### src/rtl/sabs_params.svh
// Purpose: Named constants for the automatic serial transfer sync and timing block.
// Assumes: Included by bare name wherever the constants are needed.
// Notes:   Bit positions refer to the control and interval register images on the ports.
`ifndef SABS_PARAMS_SVH
`define SABS_PARAMS_SVH

`define SABS_BITS_PER_BYTE   4'h8
`define SABS_GAP_MIN         7'h02
`define SABS_BUSY_CHK_GAP    8'h02
`define SABS_MASTER_IRQ_RISE 8'h02
`define SABS_INTV_SEL_BIT    7
`define SABS_INTV_MSB        6
`define SABS_ERR_BIT         4
`define SABS_SEN_BIT         7
`define SABS_CNT_ZERO        4'h0
`define SABS_CNT_ONE         4'h1
`define SABS_GAP_ZERO        8'h00
`define SABS_GAP_ONE         8'h01

`endif

### src/rtl/sabs_pkg.sv
// Purpose: Types shared by the automatic serial transfer sync and timing block.
// Assumes: Compiled before the design module.
// Notes:   Sequencer states are binary coded.
package sabs_pkg;

  typedef enum logic [2:0] {
    SABS_IDLE   = 3'h0,
    SABS_LAUNCH = 3'h1,
    SABS_BYTE   = 3'h2,
    SABS_GAP    = 3'h3,
    SABS_WAIT   = 3'h4,
    SABS_TAIL   = 3'h5
  } sabs_state_e;

endpackage

### src/rtl/sabs_sync_timing.sv
// Purpose: Busy handshake, bit-shift check, interrupt timing and inter-byte gap of an
//          automatic buffer-driven serial transfer unit acting as master.
// Assumes: sck_i is the internal serial clock, slow against clk_i; busy_i is asynchronous.
// Notes:   Bytes start on a falling serial clock edge and complete on the eighth rising edge.
`timescale 1ns/1ps
`default_nettype none
`include "sabs_params.svh"

// Notes on behaviour
// - When sampled busy goes inactive, wait ends; next byte starts at following falling edge.
// - Busy release is seen within one serial clock; transfer starts one clock later.
// - With error check enabled, busy is sampled at the eighth falling edge of each byte.
// - Busy active there sets error flag, clears serial enable, raises interrupt at rise eight.
// - Single mode master raises interrupt at tenth rising edge ending the transfer.
// - Single mode slave raises interrupt at eighth rising edge ending the transfer.
// - A detected bit shift raises the interrupt at the eighth rising edge.
// - Interval select clear gives a gap of two serial clocks between bytes.
// - Interval select set gives the larger of programmed interval and two clocks.
// - Busy control acts only with auto transfer and busy enable set, internal clock, interval select clear.
// - Busy polarity select chooses the active level of the busy input.
// - Busy ignored in a byte; valid only if active two falls after completion.
// - Repeat mode raises no end interrupt; pointer reloads and transmission continues.
module sabs_sync_timing (
  input  wire logic       clk_i,
  input  wire logic       rst_i,
  input  wire logic       sck_i,
  input  wire logic       busy_i,
  input  wire logic       start_i,
  input  wire logic       last_byte_i,
  input  wire logic       repeat_mode_i,
  input  wire logic       slave_mode_i,
  input  wire logic       internal_clock_i,
  input  wire logic       auto_transfer_enable_i,
  input  wire logic       busy_polarity_sel_i,
  input  wire logic       busy_check_enable_i,
  input  wire logic       error_check_enable_i,
  input  wire logic [7:0] transfer_interval_register_i,
  input  wire logic       serial_enable_wr_i,
  input  wire logic       serial_enable_wdata_i,
  input  wire logic       err_clr_i,
  output logic            serial_enable_o,
  output logic            err_flag_o,
  output logic            transfer_active_flag_o,
  output logic            shift_fall_o,
  output logic            shift_rise_o,
  output logic            load_next_o,
  output logic            byte_done_o,
  output logic            pointer_reload_o,
  output logic            serial_irq_flag_o,
  output logic            waiting_o
);
  import sabs_pkg::*;

  // Active level of busy: selector clear means active high.
  function automatic logic busy_level(input logic raw, input logic pol);
    busy_level = raw ^ pol;
  endfunction

  // Gap length in serial clocks, never below the minimum.
  function automatic logic [6:0] gap_length(input logic [7:0] intv);
    logic [6:0] prog;
    prog = intv[`SABS_INTV_MSB:0];
    if (!intv[`SABS_INTV_SEL_BIT] || prog < `SABS_GAP_MIN) begin
      gap_length = `SABS_GAP_MIN;
    end else begin
      gap_length = prog;
    end
  endfunction

  logic        sck_s1, sck_s2, sck_s3;
  logic        busy_s1, busy_s2;
  sabs_state_e state, next_state;
  logic [3:0]  bit_cnt, next_bit_cnt;
  logic [7:0]  gap_cnt, next_gap_cnt;
  logic        chk_hit, next_chk_hit;
  logic        sen, next_sen;
  logic        err, next_err;
  logic        load_p, next_load_p;
  logic        done_p, next_done_p;
  logic        reload_p, next_reload_p;
  logic        irq_p, next_irq_p;
  logic        fall_p, next_fall_p;
  logic        rise_p, next_rise_p;

  logic        sck_rise, sck_fall, busy_act, busy_ctl;
  logic [7:0]  gap_inc;

  // Second stages and the third serial clock stage feed logic; first stages are read by nothing else.
  assign sck_rise = sck_s2 && !sck_s3;
  assign sck_fall = !sck_s2 && sck_s3;
  assign busy_act = busy_level(busy_s2, busy_polarity_sel_i);
  assign busy_ctl = auto_transfer_enable_i && busy_check_enable_i && internal_clock_i
                    && !transfer_interval_register_i[`SABS_INTV_SEL_BIT];
  assign gap_inc  = gap_cnt + `SABS_GAP_ONE;

  always_ff @(posedge clk_i) begin
    if (rst_i) begin
      sck_s1  <= 1'b1;
      sck_s2  <= 1'b1;
      sck_s3  <= 1'b1;
      busy_s1 <= 1'b0;
      busy_s2 <= 1'b0;
    end else begin
      sck_s1  <= sck_i;
      sck_s2  <= sck_s1;
      sck_s3  <= sck_s2;
      busy_s1 <= busy_i;
      busy_s2 <= busy_s1;
    end
  end

  always_comb begin
    next_state    = state;
    next_bit_cnt  = bit_cnt;
    next_gap_cnt  = gap_cnt;
    next_chk_hit  = chk_hit;
    next_sen      = sen;
    next_err      = err;
    next_load_p   = 1'b0;
    next_done_p   = 1'b0;
    next_reload_p = 1'b0;
    next_irq_p    = 1'b0;
    next_fall_p   = 1'b0;
    next_rise_p   = 1'b0;

    if (serial_enable_wr_i) begin
      next_sen = serial_enable_wdata_i;
    end
    if (err_clr_i) begin
      next_err = 1'b0;
    end

    unique case (state)
      SABS_IDLE: begin
        next_chk_hit = 1'b0;
        if (start_i && sen) begin
          next_state = SABS_LAUNCH;
        end
      end
      SABS_LAUNCH: begin
        if (sck_fall) begin
          next_state   = SABS_BYTE;
          next_bit_cnt = `SABS_CNT_ONE;
          next_load_p  = 1'b1;
          next_fall_p  = 1'b1;
        end
      end
      SABS_BYTE: begin
        if (sck_fall) begin
          next_bit_cnt = bit_cnt + `SABS_CNT_ONE;
          next_fall_p  = 1'b1;
          if (bit_cnt + `SABS_CNT_ONE == `SABS_BITS_PER_BYTE) begin
            next_chk_hit = error_check_enable_i && busy_act;
          end
        end else if (sck_rise) begin
          next_rise_p = 1'b1;
          if (bit_cnt == `SABS_BITS_PER_BYTE) begin
            next_done_p  = 1'b1;
            next_bit_cnt = `SABS_CNT_ZERO;
            next_gap_cnt = `SABS_GAP_ZERO;
            next_chk_hit = 1'b0;
            if (chk_hit) begin
              next_err   = 1'b1;
              next_sen   = 1'b0;
              next_irq_p = 1'b1;
              next_state = SABS_IDLE;
            end else if (last_byte_i && repeat_mode_i) begin
              next_reload_p = 1'b1;
              next_state    = sen ? SABS_GAP : SABS_IDLE;
            end else if (last_byte_i) begin
              if (slave_mode_i) begin
                next_irq_p = 1'b1;
                next_state = SABS_IDLE;
              end else begin
                next_state = SABS_TAIL;
              end
            end else begin
              next_state = sen ? SABS_GAP : SABS_IDLE;
            end
          end
        end
      end
      SABS_TAIL: begin
        if (sck_rise) begin
          next_gap_cnt = gap_inc;
          if (gap_inc == `SABS_MASTER_IRQ_RISE) begin
            next_irq_p = 1'b1;
            next_state = SABS_IDLE;
          end
        end
      end
      SABS_GAP: begin
        if (sck_fall) begin
          next_gap_cnt = gap_inc;
          if (gap_inc == `SABS_BUSY_CHK_GAP && busy_ctl && busy_act) begin
            next_state = SABS_WAIT;
          end else if (gap_inc > {1'b0, gap_length(transfer_interval_register_i)}) begin
            next_state   = SABS_BYTE;
            next_bit_cnt = `SABS_CNT_ONE;
            next_load_p  = 1'b1;
            next_fall_p  = 1'b1;
          end
        end
      end
      SABS_WAIT: begin
        if (sck_fall && !(busy_ctl && busy_act)) begin
          next_state = SABS_LAUNCH;
        end
      end
      default: begin
        next_state = SABS_IDLE;
      end
    endcase
  end

  always_ff @(posedge clk_i) begin
    if (rst_i) begin
      state    <= SABS_IDLE;
      bit_cnt  <= `SABS_CNT_ZERO;
      gap_cnt  <= `SABS_GAP_ZERO;
      chk_hit  <= 1'b0;
      sen      <= 1'b0;
      err      <= 1'b0;
      load_p   <= 1'b0;
      done_p   <= 1'b0;
      reload_p <= 1'b0;
      irq_p    <= 1'b0;
      fall_p   <= 1'b0;
      rise_p   <= 1'b0;
    end else begin
      state    <= next_state;
      bit_cnt  <= next_bit_cnt;
      gap_cnt  <= next_gap_cnt;
      chk_hit  <= next_chk_hit;
      sen      <= next_sen;
      err      <= next_err;
      load_p   <= next_load_p;
      done_p   <= next_done_p;
      reload_p <= next_reload_p;
      irq_p    <= next_irq_p;
      fall_p   <= next_fall_p;
      rise_p   <= next_rise_p;
    end
  end

  assign serial_enable_o        = sen;
  assign err_flag_o             = err;
  assign transfer_active_flag_o = (state != SABS_IDLE);
  assign shift_fall_o           = fall_p;
  assign shift_rise_o           = rise_p;
  assign load_next_o            = load_p;
  assign byte_done_o            = done_p;
  assign pointer_reload_o       = reload_p;
  assign serial_irq_flag_o      = irq_p;
  assign waiting_o              = (state == SABS_WAIT);

endmodule

`default_nettype wire

### config.mk
export PLATFORM = sky130hd
export DESIGN_NAME = sabs_sync_timing
export DESIGN_NICKNAME = d
export VERILOG_FILES = /design/src/rtl/sabs_pkg.sv /design/src/rtl/sabs_sync_timing.sv
export VERILOG_INCLUDE_DIRS = /design/src /design/src/rtl
export SDC_FILE = /design/constraint.sdc
export NUM_CORES = 1
export LEC_CHECK = 0
export BUFFER_PORTS_ARGS = -buffer_cell sky130_fd_sc_hd__buf_2
export CAP_MARGIN = 40
export CORE_ASPECT_RATIO = 0.6
export CORE_MARGIN = 5
export CORE_UTILIZATION = 40
export CTS_CLUSTER_SIZE = 20
export DETAILED_ROUTE_END_ITERATION = 8
export PLACE_DENSITY = 0.66
export SYNTH_ARGS = -nofsm -noshare
export SYNTH_HDL_FRONTEND = slang
export SYNTH_SLANG_ARGS = --single-unit
### constraint.sdc
create_clock -name clk_i -period 3.9 [get_ports clk_i]
set_input_delay 0.78 -clock clk_i [delete_from_list [all_inputs] [get_ports clk_i]]
set_output_delay 0.78 -clock clk_i [all_outputs]
set_load 0.05 [all_outputs]
==> results <==
- The first detailed-routing pass ran for 4 iterations.
- The reported leakage power is 0.955 nW.
- TritonCTS built the clock tree.
- In the routed design, unresolved DRC markers number 0.
- The final worst setup slack is 0.889 ns.
- The placeable core region is 4590 µm².
- The floorplan die area is 6310 µm².
- The worst reg-to-reg setup slack is 1.04 ns.
- The routed length per instance is 14.1 µm.
- The sequential cell fraction of total power is 46.8%.
- For the finished layout, the period the worst path requires is 3.01 ns.
- Once the clock tree was built, the resizer swapped 0 gates to a different size.
- The maximum operating frequency is 0.332 GHz.
- The category of the worst setup path capture point is a flip-flop.
- The class of the most critical hold timing path is flip-flop to flip-flop.
- The register area share after synthesis is 30.4%.
- After synthesis, the largest area contributor takes up 30.4% of total cell area.
- The data arrival time of the critical path is 3.22 ns.
- The number of global-route vias before repair was 1574.
- The number of buffers added by the clock tree synthesis step is 5.
- In the final layout, the registers with the most flip-flops are gap_cnt (8), bit_cnt (4), state (3).
- The number of inserted diodes is 0.
- The H-tree depth reported by CTS is 2.
- The fraction of final layout cells with drive strength greater than 1 is 18.9%.
- The register with the most flip-flops in the layout has 8 of them.
- On the worst path, the slowest cell contributes a delay of 0.51 ns.
- The design internal power is 0.494 mW.
- From left edge to right edge, the die measures 99.3 µm.
- The largest individual stage delay along the critical path comes from the cell sky130_fd_sc_hd__or4_1.
- During synthesis, Yosys emitted a total of 0 warnings.
- CTS saw 29 sinks.
- The dominant synthesized flop cell is sky130_fd_sc_hd__dfxtp_1.
- Clock-pin slew was measured on the worst setup and hold paths at 0.06 ns.
- In this run the worst path has a maximum fanout of 5.
- The wire length of the first global-routing pass is 7.80 mm.
- Before CTS, the worst setup slack after placement is 0.632 ns.
- The number of pins exceeding their max-slew limit in the final report is 0.
- The vias after detailed routing is 1767.
- The number of endpoints with negative hold slack in the final report came to 0.
- Counting every instance in the synthesized netlist gives 239.
- In the global route stage, overall resource usage came out at 15.3%.
- The clock network power share is 40.4%.
- Synthesis instantiated 52 different standard cells from the library.
- The floorplan row count is 19.
- The commonest cells after synthesis are sky130_fd_sc_hd__dfxtp_1 (29), sky130_fd_sc_hd__nand2_1 (25), sky130_fd_sc_hd__nor2_1 (25), sky130_fd_sc_hd__a21oi_1 (14), sky130_fd_sc_hd__inv_1 (14).
- Setup repair after global routing left no endpoint under its margin.
- Among all cell types in the netlist, the one instantiated most often is sky130_fd_sc_hd__dfxtp_1.
- Data on the critical path is required at its endpoint by 4.10 ns.
- The effective utilization at floorplan is 41.7%.
- The switching share of total power is 26.2%.
- The signed area change from the synthesized netlist to the final layout is 15.8%.
- The detailed placement HPWL is 3.66 mm.
- Counting every net in the synthesized netlist gives 276.
- 34 I/O pins were placed.
- In this run the deepest clock path goes through 2 buffers.
- The largest area contributor in the synthesized netlist is sky130_fd_sc_hd__dfxtp_1.
- The tool flagged a number of max-cap violations equal to 0.
- The post-CTS setup repair buffer count is 0.
- The most critical setup path has its startpoint at transfer_interval_register_i[3].
- The detailed-route wire length is 4.69 mm.
- The number of buffer cells added on primary ports is 33.
- Between clock sinks in the finished design, the worst skew comes to 0.00304 ns.
- The number of synthesized flops with an enable pin is 0.
- The number of antenna violations at the first check in global routing is 0.
- The most frequent cell on the critical path is sky130_fd_sc_hd__a21oi_1.
- Traced cell by cell, the critical path runs through buf_2 > or4_1 > nor3_1 > and3b_1 > ha_1 > nand4_1 > nor2_1 > a21oi_1 > nand2_1 > o21a_1 > or3_1 > a21oi_1.
- The startpoint identified for the worst hold timing path is sck_s1$_SDFF_PP1_.
- The total power per unit cell area is 302 nW/µm².
- After layout, the design draws a total of 0.669 mW.
- The violation count after the first detailed-route iteration is 156.
- The run finished with clean final reports.
- The clock latency of the later-clocked register in the worst-skew pair is 0.27 ns.
- The cts-stage hold buffer count is 0.
- The largest net degree at the start of global routing is 24.
- Yosys attributes the largest share of cell area to sky130_fd_sc_hd__dfxtp_1 (30%), sky130_fd_sc_hd__ha_1 (8.5%), sky130_fd_sc_hd__nand2_1 (4.9%).
- Setup violations remaining at the end of the flow were counted as 0.
- For this run, asynchronously set or reset flops after synthesis account for 0%.
- The startpoint-to-endpoint class of the critical path is input pin to flip-flop.
- The detail-routed via count per cell is 5.31.
- The combined area of all synthesized cells is 1910 µm².
- Counting flops and latches in the post-synthesis netlist gives 29.
- The final estimated routing congestion in global placement is 0.901.
- For this run, the post-layout net count is 306.
- The maximum resistive drop on vdd is 181 µV.
- The total overflow left after global routing is 0.
- Counting flops per register, the top entry is gap_cnt.
- The startpoint of the worst-slack reg-to-reg timing path is gap_cnt[1]$_SDFFE_PP0P_.
- In this run the vertical extent of the chip is 63.6 µm.
- The clock root buffer is sky130_fd_sc_hd__clkbuf_8.
- In this run the tightest slew margin relative to its limit is 64.6%.
- STA classifies the critical path startpoint as an input pin.
- At the pin with the least slew margin, the transition time is 0.530 ns.
- The power spent charging and discharging nets is 0.176 mW.
- In the final timing run, aggregate negative setup slack is 0 ns.
- The share of the cycle needed by the critical path after routing is 77.2%.
- The combinational group share of total power is 12.7%.
- The count of nets left with antenna violations once routing finished came out at 0.
- Averaged over all synthesized cells, the footprint is 8.00 µm².
## worst paths after layout
path,to,cells past startpoint
max,bit_cnt[1]$_SDFFE_PP0P_,12
min,sck_s2$_SDFF_PP1_,1
max reg2reg,bit_cnt[1]$_SDFFE_PP0P_,12
min reg2reg,sck_s2$_SDFF_PP1_,1
## power groups by stage
| stage | combinational [mW] | clock, mW | sequential, mW |
|---|---|---|---|
| global placement | 0.0836 | 0 | 0.320 |
| floorplan | 0.0593 | 0 | 0.315 |
| finish | 0.0850 | 0.271 | 0.314 |
| detailed placement | 0.0840 | 0 | 0.320 |
| CTS | 0.0844 | 0.277 | 0.313 |
| global route | 0.0940 | 0.296 | 0.314 |
## critical path, delay by kind of cell
kind / cells / cell delay [ns]
adders and majority gates: 1 / 0.27
and+or+nand+nor: 7 / 1.55
buffers and inverters: 1 / 0.10
AOI/OAI and AO/OA: 3 / 0.53
## cell type report
| cell class | instances | area [µm²] |
|---|---|---|
| Clock buffer | 7 | 96.3 |
| Multi-Input combinational cell | 185 | 1230 |
| Fill cell | 471 | 2370 |
| Inverter | 14 | 52.6 |
| Sequential cell | 29 | 581 |
| Tap cell | 63 | 78.8 |
| Clock inverter | 1 | 5.00 |
| Timing Repair Buffer | 34 | 173 |
## through the flow
step	cell area (µm²)	utilization, %	instances	hold WS (ns)
after floorplan	1910	-	239	0.389
after global placement	2110	46.0	325	0.398
after detailed placement	2110	46.0	325	0.396
after CTS	2210	48.2	333	0.411
after global routing	2210	48.2	333	0.428
final	2210	48.2	333	0.411
## cell usage in the layout, fill, tap and decap left out, types with 2 or more instances in the layout
cell and instances:
sky130_fd_sc_hd__o21a_1 3, sky130_fd_sc_hd__or2_2 2, sky130_fd_sc_hd__nand3b_1 2, sky130_fd_sc_hd__dfxtp_1 29
sky130_fd_sc_hd__inv_1 14, sky130_fd_sc_hd__o21ai_1 2, sky130_fd_sc_hd__o211a_1 2, sky130_fd_sc_hd__and2_1 3
sky130_fd_sc_hd__nand3_1 7, sky130_fd_sc_hd__xnor2_1 3, sky130_fd_sc_hd__ha_1 13, sky130_fd_sc_hd__nor2b_1 7
sky130_fd_sc_hd__xor2_1 5, sky130_fd_sc_hd__nor3b_1 5, sky130_fd_sc_hd__nand4_1 4, sky130_fd_sc_hd__o311a_1 2
sky130_fd_sc_hd__nand2_1 25, sky130_fd_sc_hd__a21oi_1 14, sky130_fd_sc_hd__o2bb2ai_1 2, sky130_fd_sc_hd__o21ai_0 12
sky130_fd_sc_hd__a22oi_1 4, sky130_fd_sc_hd__nand2b_1 3, sky130_fd_sc_hd__nor4_1 3, sky130_fd_sc_hd__or4_1 2
sky130_fd_sc_hd__a211oi_1 2, sky130_fd_sc_hd__nor3_1 7, sky130_fd_sc_hd__or3_1 3, sky130_fd_sc_hd__clkbuf_8 7
sky130_fd_sc_hd__buf_2 33, sky130_fd_sc_hd__o211ai_1 3, sky130_fd_sc_hd__nor2_1 25
## cells by family after synthesis
kind of cell / count (synthesis) / share of synthesized area (%)
and+or+nand+nor: 106 / 30.1
adders and majority gates: 13 / 8.51
DFF: 29 / 30.4
AOI/OAI and AO/OA: 56 / 20.6
xor gates and xnor gates: 9 / 4.52
buffers and inverters: 25 / 5.43
muxes: 1 / 0.524
## routing by layer
metal,track usage (%),share of wire (%),vias up
met1,26.0,56,792
met5,0,0,-
li1,-,-,910
met3,4.41,8.8,2
met4,2.21,0.30,0
met2,17.8,35,63
(Power assumes the default switching activity.)
